`src/common/acf_pkg.sv`:
```
// Constants, register map and types for the flow character option block
// How it works
// - Host writes to the option register take effect at once, no command needed.
// - Xoff pair select clear: Xoff is a single match of special char 2.
// - Xoff pair select set: Xoff is special char 2 then special char 4.
// - Threshold field bits 3:0 gives 1 to 8 characters; software never writes 0.
// - With in-band flow control on, a recognised Xoff stops new transmit loads.
// - After Xoff, resume on any non-Xoff character in implied mode, else only on Xon, a host flow clear or a write clearing in-band flow control.
package acf_pkg;

  localparam int DATA_W = 8;
  localparam int FIFO_DEPTH = 8;
  localparam int ADDR_W = 8;
  localparam int BUS_W = 32;
  localparam int LVL_W = 4;

  // Register indices; byte address is four times the index
  localparam logic [5:0] IDX_OPTION3 = 6'h05;
  localparam logic [5:0] IDX_CTRL = 6'h06;
  localparam logic [5:0] IDX_STATUS = 6'h07;
  localparam logic [5:0] IDX_SPECIAL1 = 6'h08;
  localparam logic [5:0] IDX_SPECIAL2 = 6'h09;
  localparam logic [5:0] IDX_SPECIAL3 = 6'h0a;
  localparam logic [5:0] IDX_SPECIAL4 = 6'h0b;
  localparam logic [5:0] IDX_RXDATA = 6'h0c;

  // Option register three fields
  localparam int XON_PAIR_BIT = 7;
  localparam int XOFF_PAIR_BIT = 6;
  localparam int FCT_BIT = 5;
  localparam int SPECIAL_CHAR_DETECT_EN_BIT = 4;
  localparam int THR_LSB = 0;
  localparam int THR_W = 4;
  localparam logic [7:0] OPTION3_RESET = 8'h00;

  // Control register fields
  localparam int TX_INBAND_FLOWCTL_EN_BIT = 0;
  localparam int IXM_BIT = 1;
  localparam int FLOW_CLR_BIT = 2;
  localparam logic [1:0] CTRL_RESET = 2'h0;
  localparam logic [7:0] SPECIAL_RESET = 8'h00;

  // Status register fields
  localparam int STAT_STOPPED_BIT = 0;
  localparam int STAT_THR_BIT = 1;
  localparam int STAT_EMPTY_BIT = 2;
  localparam int STAT_LEVEL_LSB = 4;

  // Receive data register: valid flag above the character
  localparam int RXDATA_VALID_BIT = 8;

  typedef enum logic [0:0] {
    ACF_FLOW_RUN = 1'b0,
    ACF_FLOW_STOPPED = 1'b1
  } acf_flow_t;

  function automatic logic [ADDR_W-1:0] byte_addr(input logic [5:0] idx);
    byte_addr = {idx, 2'b00};
  endfunction

endpackage

```
`src/hw/acf_fifo.sv`:
```
// Receive character FIFO with valid and ready on both sides
`timescale 1ns/1ps
module acf_fifo #(
  parameter int WIDTH = 8,
  parameter int DEPTH = 8,
  parameter int CNT_W = 4
) (
  input wire logic clk,
  input wire logic rst_n,
  input wire logic in_valid,
  output logic in_ready,
  input wire logic [WIDTH-1:0] in_data,
  output logic out_valid,
  input wire logic out_ready,
  output logic [WIDTH-1:0] out_data,
  output logic [CNT_W-1:0] count
);

  localparam int PTR_W = (DEPTH > 1) ? $clog2(DEPTH) : 1;

  typedef struct packed {
    logic [DEPTH-1:0][WIDTH-1:0] mem;
    logic [PTR_W-1:0] wr_ptr;
    logic [PTR_W-1:0] rd_ptr;
    logic [CNT_W-1:0] cnt;
  } acf_fifo_state_t;

  acf_fifo_state_t state_reg;
  acf_fifo_state_t state_next;
  logic push;
  logic pop;

  assign in_ready = (state_reg.cnt != CNT_W'(DEPTH));
  assign out_valid = (state_reg.cnt != '0);
  assign out_data = state_reg.mem[state_reg.rd_ptr];
  assign count = state_reg.cnt;
  assign push = in_valid && in_ready;
  assign pop = out_valid && out_ready;

  always_comb begin
    state_next = state_reg;
    if (push) begin
      state_next.mem[state_reg.wr_ptr] = in_data;
      state_next.wr_ptr = (state_reg.wr_ptr == PTR_W'(DEPTH - 1)) ? '0 : state_reg.wr_ptr + 1'b1;
    end
    if (pop) begin
      state_next.rd_ptr = (state_reg.rd_ptr == PTR_W'(DEPTH - 1)) ? '0 : state_reg.rd_ptr + 1'b1;
    end
    if (push && !pop) begin
      state_next.cnt = state_reg.cnt + 1'b1;
    end else if (pop && !push) begin
      state_next.cnt = state_reg.cnt - 1'b1;
    end
  end

  always_ff @(posedge clk or negedge rst_n) begin
    if (!rst_n) begin
      state_reg <= '0;
    end else begin
      state_reg <= state_next;
    end
  end

endmodule

```
`src/hw/acf_top.sv`:
```
// Channel flow character options, Xon/Xoff recognition and receive FIFO behind APB
`timescale 1ns/1ps
module acf_top #(
  parameter int DATA_W = acf_pkg::DATA_W,
  parameter int FIFO_DEPTH = acf_pkg::FIFO_DEPTH
) (
  input wire logic pclk,
  input wire logic presetn,
  input wire logic psel,
  input wire logic penable,
  input wire logic pwrite,
  input wire logic [acf_pkg::ADDR_W-1:0] paddr,
  input wire logic [acf_pkg::BUS_W-1:0] pwdata,
  output logic [acf_pkg::BUS_W-1:0] prdata,
  output logic pready,
  output logic pslverr,
  input wire logic rx_valid,
  input wire logic [DATA_W-1:0] rx_data,
  output logic rx_ready,
  output logic tx_load_enable,
  output logic tx_flow_stopped,
  output logic rx_threshold_hit,
  output logic flowctl_transparency,
  output logic special_char_detect_en
);

  localparam int LVL_W = acf_pkg::LVL_W;

  typedef struct packed {
    logic [7:0] option3;
    logic [1:0] ctrl;
    logic [3:0][DATA_W-1:0] special;
    acf_pkg::acf_flow_t flow;
    logic xon_pend;
    logic xoff_pend;
    logic [acf_pkg::BUS_W-1:0] rdata;
    logic ready;
    logic slverr;
    logic rx_rdy;
    logic thr_hit;
  } acf_state_t;

  acf_state_t state_reg;
  acf_state_t state_next;

  logic fifo_out_valid;
  logic [DATA_W-1:0] fifo_out_data;
  logic [LVL_W-1:0] fifo_count;
  logic fifo_in_ready;
  logic push;
  logic pop;
  logic setup;
  logic access;

  function automatic logic addr_is(input logic [acf_pkg::ADDR_W-1:0] a,
                                   input logic [5:0] idx);
    addr_is = (a == acf_pkg::byte_addr(idx));
  endfunction

  function automatic logic mapped(input logic [acf_pkg::ADDR_W-1:0] a);
    mapped = addr_is(a, acf_pkg::IDX_OPTION3) || addr_is(a, acf_pkg::IDX_CTRL) ||
             addr_is(a, acf_pkg::IDX_STATUS) || addr_is(a, acf_pkg::IDX_SPECIAL1) ||
             addr_is(a, acf_pkg::IDX_SPECIAL2) || addr_is(a, acf_pkg::IDX_SPECIAL3) ||
             addr_is(a, acf_pkg::IDX_SPECIAL4) || addr_is(a, acf_pkg::IDX_RXDATA);
  endfunction

  assign setup = psel && !penable;
  assign access = psel && penable && state_reg.ready;
  assign push = rx_valid && state_reg.rx_rdy && fifo_in_ready;
  assign pop = access && !pwrite && addr_is(paddr, acf_pkg::IDX_RXDATA) &&
               state_reg.rdata[acf_pkg::RXDATA_VALID_BIT];

  acf_fifo #(
    .WIDTH(DATA_W),
    .DEPTH(FIFO_DEPTH),
    .CNT_W(LVL_W)
  ) u_fifo (
    .clk(pclk),
    .rst_n(presetn),
    .in_valid(push),
    .in_ready(fifo_in_ready),
    .in_data(rx_data),
    .out_valid(fifo_out_valid),
    .out_ready(pop),
    .out_data(fifo_out_data),
    .count(fifo_count)
  );

  logic [DATA_W-1:0] sc1;
  logic [DATA_W-1:0] sc2;
  logic [DATA_W-1:0] sc3;
  logic [DATA_W-1:0] sc4;
  logic xon_pair;
  logic xoff_pair;
  logic xon_det;
  logic xoff_det;
  logic flow_clr;
  logic [LVL_W:0] level_next;
  logic [acf_pkg::THR_W-1:0] threshold;
  logic [acf_pkg::BUS_W-1:0] rd_word;
  logic [7:0] status_byte;

  assign sc1 = state_reg.special[0];
  assign sc2 = state_reg.special[1];
  assign sc3 = state_reg.special[2];
  assign sc4 = state_reg.special[3];
  assign xon_pair = state_reg.option3[acf_pkg::XON_PAIR_BIT];
  assign xoff_pair = state_reg.option3[acf_pkg::XOFF_PAIR_BIT];
  assign threshold = state_reg.option3[acf_pkg::THR_LSB +: acf_pkg::THR_W];

  always_comb begin
    xon_det = 1'b0;
    xoff_det = 1'b0;
    if (push) begin
      if (xon_pair) begin
        xon_det = state_reg.xon_pend && (rx_data == sc3);
      end else begin
        xon_det = (rx_data == sc1);
      end
      if (xoff_pair) begin
        xoff_det = state_reg.xoff_pend && (rx_data == sc4);
      end else begin
        xoff_det = (rx_data == sc2);
      end
    end
  end

  always_comb begin
    status_byte = 8'h00;
    status_byte[acf_pkg::STAT_STOPPED_BIT] = (state_reg.flow == acf_pkg::ACF_FLOW_STOPPED);
    status_byte[acf_pkg::STAT_THR_BIT] = state_reg.thr_hit;
    status_byte[acf_pkg::STAT_EMPTY_BIT] = !fifo_out_valid;
    status_byte[acf_pkg::STAT_LEVEL_LSB +: LVL_W] = fifo_count;
  end

  always_comb begin
    rd_word = '0;
    if (addr_is(paddr, acf_pkg::IDX_OPTION3)) begin
      rd_word[7:0] = state_reg.option3;
    end else if (addr_is(paddr, acf_pkg::IDX_CTRL)) begin
      rd_word[1:0] = state_reg.ctrl;
    end else if (addr_is(paddr, acf_pkg::IDX_STATUS)) begin
      rd_word[7:0] = status_byte;
    end else if (addr_is(paddr, acf_pkg::IDX_SPECIAL1)) begin
      rd_word[DATA_W-1:0] = sc1;
    end else if (addr_is(paddr, acf_pkg::IDX_SPECIAL2)) begin
      rd_word[DATA_W-1:0] = sc2;
    end else if (addr_is(paddr, acf_pkg::IDX_SPECIAL3)) begin
      rd_word[DATA_W-1:0] = sc3;
    end else if (addr_is(paddr, acf_pkg::IDX_SPECIAL4)) begin
      rd_word[DATA_W-1:0] = sc4;
    end else if (addr_is(paddr, acf_pkg::IDX_RXDATA)) begin
      rd_word[DATA_W-1:0] = fifo_out_data;
      rd_word[acf_pkg::RXDATA_VALID_BIT] = fifo_out_valid;
    end
  end

  always_comb begin
    state_next = state_reg;
    flow_clr = 1'b0;
    level_next = {1'b0, fifo_count} + {{LVL_W{1'b0}}, push} - {{LVL_W{1'b0}}, pop};

    // Bus answer one cycle after setup
    state_next.ready = 1'b0;
    state_next.slverr = 1'b0;
    if (setup) begin
      state_next.ready = 1'b1;
      state_next.slverr = !mapped(paddr);
      state_next.rdata = (!pwrite && mapped(paddr)) ? rd_word : '0;
    end

    if (access && pwrite) begin
      if (addr_is(paddr, acf_pkg::IDX_OPTION3)) begin
        state_next.option3 = pwdata[7:0];
      end
      if (addr_is(paddr, acf_pkg::IDX_CTRL)) begin
        state_next.ctrl = pwdata[1:0];
        flow_clr = pwdata[acf_pkg::FLOW_CLR_BIT];
      end
      if (addr_is(paddr, acf_pkg::IDX_SPECIAL1)) begin
        state_next.special[0] = pwdata[DATA_W-1:0];
      end
      if (addr_is(paddr, acf_pkg::IDX_SPECIAL2)) begin
        state_next.special[1] = pwdata[DATA_W-1:0];
      end
      if (addr_is(paddr, acf_pkg::IDX_SPECIAL3)) begin
        state_next.special[2] = pwdata[DATA_W-1:0];
      end
      if (addr_is(paddr, acf_pkg::IDX_SPECIAL4)) begin
        state_next.special[3] = pwdata[DATA_W-1:0];
      end
    end

    // First character of a pair is remembered for the next character only
    if (push) begin
      state_next.xon_pend = xon_pair && (rx_data == sc1);
      state_next.xoff_pend = xoff_pair && (rx_data == sc2);
    end

    // Host clear first, so a same-cycle Xoff still wins
    if (flow_clr) begin
      state_next.flow = acf_pkg::ACF_FLOW_RUN;
    end
    if (!state_reg.ctrl[acf_pkg::TX_INBAND_FLOWCTL_EN_BIT]) begin
      state_next.flow = acf_pkg::ACF_FLOW_RUN;
    end else begin
      unique case (state_reg.flow)
        acf_pkg::ACF_FLOW_RUN: begin
          if (xoff_det) begin
            state_next.flow = acf_pkg::ACF_FLOW_STOPPED;
          end
        end
        acf_pkg::ACF_FLOW_STOPPED: begin
          if (xoff_det) begin
            state_next.flow = acf_pkg::ACF_FLOW_STOPPED;
          end else if (xon_det || (push && state_reg.ctrl[acf_pkg::IXM_BIT])) begin
            state_next.flow = acf_pkg::ACF_FLOW_RUN;
          end
        end
      endcase
    end

    // FIFO space and threshold track the level after this cycle
    state_next.rx_rdy = (level_next < (LVL_W + 1)'(FIFO_DEPTH));
    state_next.thr_hit = (level_next >= {1'b0, threshold}) && (threshold != '0);
  end

  always_ff @(posedge pclk or negedge presetn) begin
    if (!presetn) begin
      state_reg.option3 <= acf_pkg::OPTION3_RESET;
      state_reg.ctrl <= acf_pkg::CTRL_RESET;
      state_reg.special <= {4{acf_pkg::SPECIAL_RESET}};
      state_reg.flow <= acf_pkg::ACF_FLOW_RUN;
      state_reg.xon_pend <= 1'b0;
      state_reg.xoff_pend <= 1'b0;
      state_reg.rdata <= '0;
      state_reg.ready <= 1'b0;
      state_reg.slverr <= 1'b0;
      state_reg.rx_rdy <= 1'b1;
      state_reg.thr_hit <= 1'b0;
    end else begin
      state_reg <= state_next;
    end
  end

  assign prdata = state_reg.rdata;
  assign pready = state_reg.ready;
  assign pslverr = state_reg.slverr;
  assign rx_ready = state_reg.rx_rdy;
  assign tx_load_enable = (state_reg.flow == acf_pkg::ACF_FLOW_RUN);
  assign tx_flow_stopped = (state_reg.flow == acf_pkg::ACF_FLOW_STOPPED);
  assign rx_threshold_hit = state_reg.thr_hit;
  assign flowctl_transparency = state_reg.option3[acf_pkg::FCT_BIT];
  assign special_char_detect_en = state_reg.option3[acf_pkg::SPECIAL_CHAR_DETECT_EN_BIT];

endmodule
```
`config.mk`:
```
export PLATFORM = sky130hd
export DESIGN_NAME = acf_top
export DESIGN_NICKNAME = d
export VERILOG_FILES = /design/src/common/acf_pkg.sv /design/src/hw/acf_fifo.sv /design/src/hw/acf_top.sv
export SDC_FILE = /design/constraint.sdc
export NUM_CORES = 1
export LEC_CHECK = 0
export BUFFER_PORTS_ARGS = -buffer_cell sky130_fd_sc_hd__buf_4
export CAP_MARGIN = 30
export CORE_MARGIN = 2
export CORE_UTILIZATION = 25
export CTS_CLUSTER_SIZE = 25
export DETAILED_ROUTE_END_ITERATION = 12
export PLACE_DENSITY_LB_ADDON = 0.08
export REMOVE_ABC_BUFFERS = 1
export SLEW_MARGIN = 0
export SYNTH_ARGS = -nofsm -noshare
export SYNTH_HDL_FRONTEND = slang
export SYNTH_SLANG_ARGS = --single-unit
```
`constraint.sdc`:
```
create_clock -name pclk -period 3 [get_ports pclk]
set_clock_uncertainty 0.2 [all_clocks]
set_input_delay 0.9 -clock pclk [delete_from_list [all_inputs] [get_ports pclk]]
set_output_delay 0.9 -clock pclk [all_outputs]
set_load 0.03 [all_outputs]
```
==> flow_metrics.env <==
export IMPL_critical_path_max_stage_delay_ns=0.43
export IMPL_numPortBuffers=46
export IMPL_ys_types=54
export IMPL_ir_drop_uv=266
export IMPL_hold_viol=0
export IMPL_synth_edff_count=0
export IMPL_cts_buffers=17
export IMPL_timing_final_max_slew_violations=0
export IMPL_finalHoldWorstSlack_ns=0.193
export IMPL_synth_common_cells="dfrtp_1 (131), mux2_2 (116), buf_4 (33), nand2_1 (25), clkbuf_1 (24)"
export IMPL_power_mw=4.18
export IMPL_wl_met3_um=686
export IMPL_grt_pass1_wl_mm=33.1
export IMPL_period_needed_ns=3.15
export IMPL_critPathMaxFanout=2
export IMPL_fillers=2940
export IMPL_die_area_um2=30200
export IMPL_die_width_um=174
export IMPL_slew_headroom_pct=58.4
export IMPL_ios=94
export IMPL_areaGrowthSynthToFinish_pct=24.5
export IMPL_final_nets=756
export IMPL_crit_arrival_ns=3.26
export IMPL_synth_top_cell_by_area="dfrtp_1"
export IMPL_wirelength_mm=21.3
export IMPL_setup_ws_ns=-0.155
export IMPL_cpMaxStageDelayCell="fa_1"
export IMPL_drive_gt1_share_pct=43.5
export IMPL_rsz0062_at_grt="yes"
export IMPL_power_density_nw_per_um2=466
export IMPL_end_kind="flip-flop"
export IMPL_yosysSeqAreaShare_pct=45.8
export IMPL_rows=62
export IMPL_clock_sinks=132
export IMPL_antenna_found_initial=0
export IMPL_synth_ff_type="dfrtp_1"
export IMPL_clkLatencyLatePin_ns=0.42
export IMPL_utilization_pct=31.5
export IMPL_synthTopCellsByArea="dfrtp_1 (45%), mux2_2 (18%), mux4_2 (5.0%)"
export IMPL_syn_avg_cell_area_um2=12.2
export IMPL_path_cells="buf_8 -> nor4_4 -> and4_4 -> nor2b_4 -> ha_4 -> inv_4 -> ha_4 -> fa_1 -> xor2_1 -> ha_1 -> nor2b_1 -> o21ai_1 -> a21oi_1"
export IMPL_largest_register_ffs=70
export IMPL_drc_errors=0
export IMPL_setup_tns_ns=-0.288
export IMPL_hold_path_class="in2async"
export IMPL_place_congestion=0.777
export IMPL_multi_input_area_um2=3640
export IMPL_h_tree_depth=4
export IMPL_clk_pin_slew_ns=0.07
export IMPL_synth_top_area_share_pct=45.4
export IMPL_place_ws_ns=-0.810
export IMPL_drv_cap=0
export IMPL_fin_crit_sh_pct=105
export IMPL_grt_use_total_pct=14.6
export IMPL_grt_overflow=0
export IMPL_yosysWarnings=0
export IMPL_status="finished with violations"
export IMPL_synth_seq_cells=132
export IMPL_coreArea_um2=28500
export IMPL_grt_max_degree=45
export IMPL_post_dp_hpwl_mm=15.6
export IMPL_routed_top_layer="met4"
export IMPL_p_leak_nw=4.17
export IMPL_die_y_um=174
export IMPL_cts_hold_buf=0
export IMPL_setup_viol=3
export IMPL_wl_met2_mm=9.98
export IMPL_cts_buffer_depth=2
export IMPL_synthArstFlopShare_pct=100
export IMPL_met1Wirelength_mm=10.4
export IMPL_initial_core_util_pct=25.3
export IMPL_first_global_vias=5213
export IMPL_drt_iter0_drc=199
export IMPL_required_ns=3.10
export IMPL_start_kind="input pin"
export IMPL_synth_most_common_cell="dfrtp_1"
export IMPL_crit_type="in2reg"
export IMPL_fmax_ghz=0.317
export IMPL_wl_per_cell_um=19.7
export IMPL_cts_tree="built"
export IMPL_violations="setup timing"
export IMPL_seqCellArea_um2=3300
export IMPL_worstMarginPinSlew_ns=0.618
export IMPL_cts_root_buffer="clkbuf_16"
export IMPL_postRouteAntennaNets=0
export IMPL_num_vias=4948
export IMPL_diodes=0
export IMPL_avgViaCountPerCell=4.59
export IMPL_synthesis_area_um2=7210
export IMPL_cpMostUsedCell="ha_4"
export IMPL_synthCells=591
export IMPL_dr_pass1_iters=4
cell families (layout without fill, tap and decap cells):
kind of cell / after synthesis / count (layout) / synth area share [%]
other cells: 1 / 23 / 0.0520
simple gates: 110 / 110 / 9.21
mux: 132 / 132 / 23.1
xor+xnor: 40 / 40 / 4.86
flops: 132 / 132 / 45.8
buf+inv: 78 / 160 / 5.95
compound gates: 78 / 78 / 7.34
fa+ha+maj: 20 / 20 / 3.68
report_power, final:
part / internal [mW] / switching (mW) / total (mW)
Sequential: 1.78 / 0.00369 / 1.79
Clock: 1.19 / 0.938 / 2.13
Combinational: 0.0817 / 0.181 / 0.263
Total: 3.06 / 1.12 / 4.18
stage by stage:
step	cells	area, µm²
6_report	1079	8980
5_1_grt	1079	8980
4_1_cts	1079	8940
3_5_place_dp	1046	8280
3_3_place_gp	1046	8280
2_1_floorplan	551	6930
layout make-up:
type | instances | share of cell area [%]
clock buffers | 17 | 4.74
flip-flops and latches | 132 | 36.8
clock inverters | 15 | 2.02
inverters | 16 | 0.697
well taps | 384 | 5.35
repair buffers | 112 | 9.89
multi-input cells | 403 | 40.5
cells in the final DEF (no fill, tap or decap), types with 6 or more instances in the layout:
master,n
dfrtp_1,131
inv_1,14
mux2_2,116
buf_4,105
a221oi_1,7
nand2_1,24
o21ai_0,12
mux4_2,16
nand2b_1,10
xnor2_1,22
nor2b_1,6
nor2_1,13
conb_1,23
a21oi_1,16
or3_1,7
nand3_1,11
ha_1,16
xor2_1,18
clkbuf_16,17
what timing repair did:
item / CTS / global route
setup endpoints to repair: 5 / 5
pin swaps: 1 / 8
gates resized for setup: 12 / 10
setup buffers: 1 / 0
endpoints found under the hold margin: 0 / 0
layer usage:
| layer | up-vias | GRT usage [%] |
|---|---|---|
| met1 | 2555 | 20.7 |
| li1 | 2281 | - |
| met4 | 0 | 3.36 |
| met3 | 14 | 2.72 |
| met5 | - | 0 |
| met2 | 98 | 23.1 |
critical path, delay by kind of cell:
| kind | cells | cell delay [ns] |
|---|---|---|
| simple gates | 4 | 0.85 |
| compound gates | 2 | 0.19 |
| fa+ha+maj | 4 | 0.99 |
| xor+xnor | 1 | 0.18 |
| buf+inv | 2 | 0.13 |
worst paths after layout:
check                                           from                          endpoint  slack (ns)  cells past startpoint
setup / recovery                            paddr[6]        rx_threshold_hit$_DFF_PN0_       -0.15                     13
hold / removal                               presetn                sc3[6]$_DFFE_PN0P_        0.19                      1
setup reg to reg               prdata[8]$_DFFE_PN0P_        rx_threshold_hit$_DFF_PN0_        0.19                     12
hold reg to reg            state_reg[36]$_DFFE_PN0P_         state_reg[36]$_DFFE_PN0P_        0.29                      2
max in group asynchronous                    presetn  u_fifo.state_reg[18]$_DFFE_PN0P_        1.62                      2
min in group pclk          state_reg[36]$_DFFE_PN0P_         state_reg[36]$_DFFE_PN0P_        0.29                      2
(Power assumes the default switching activity.)
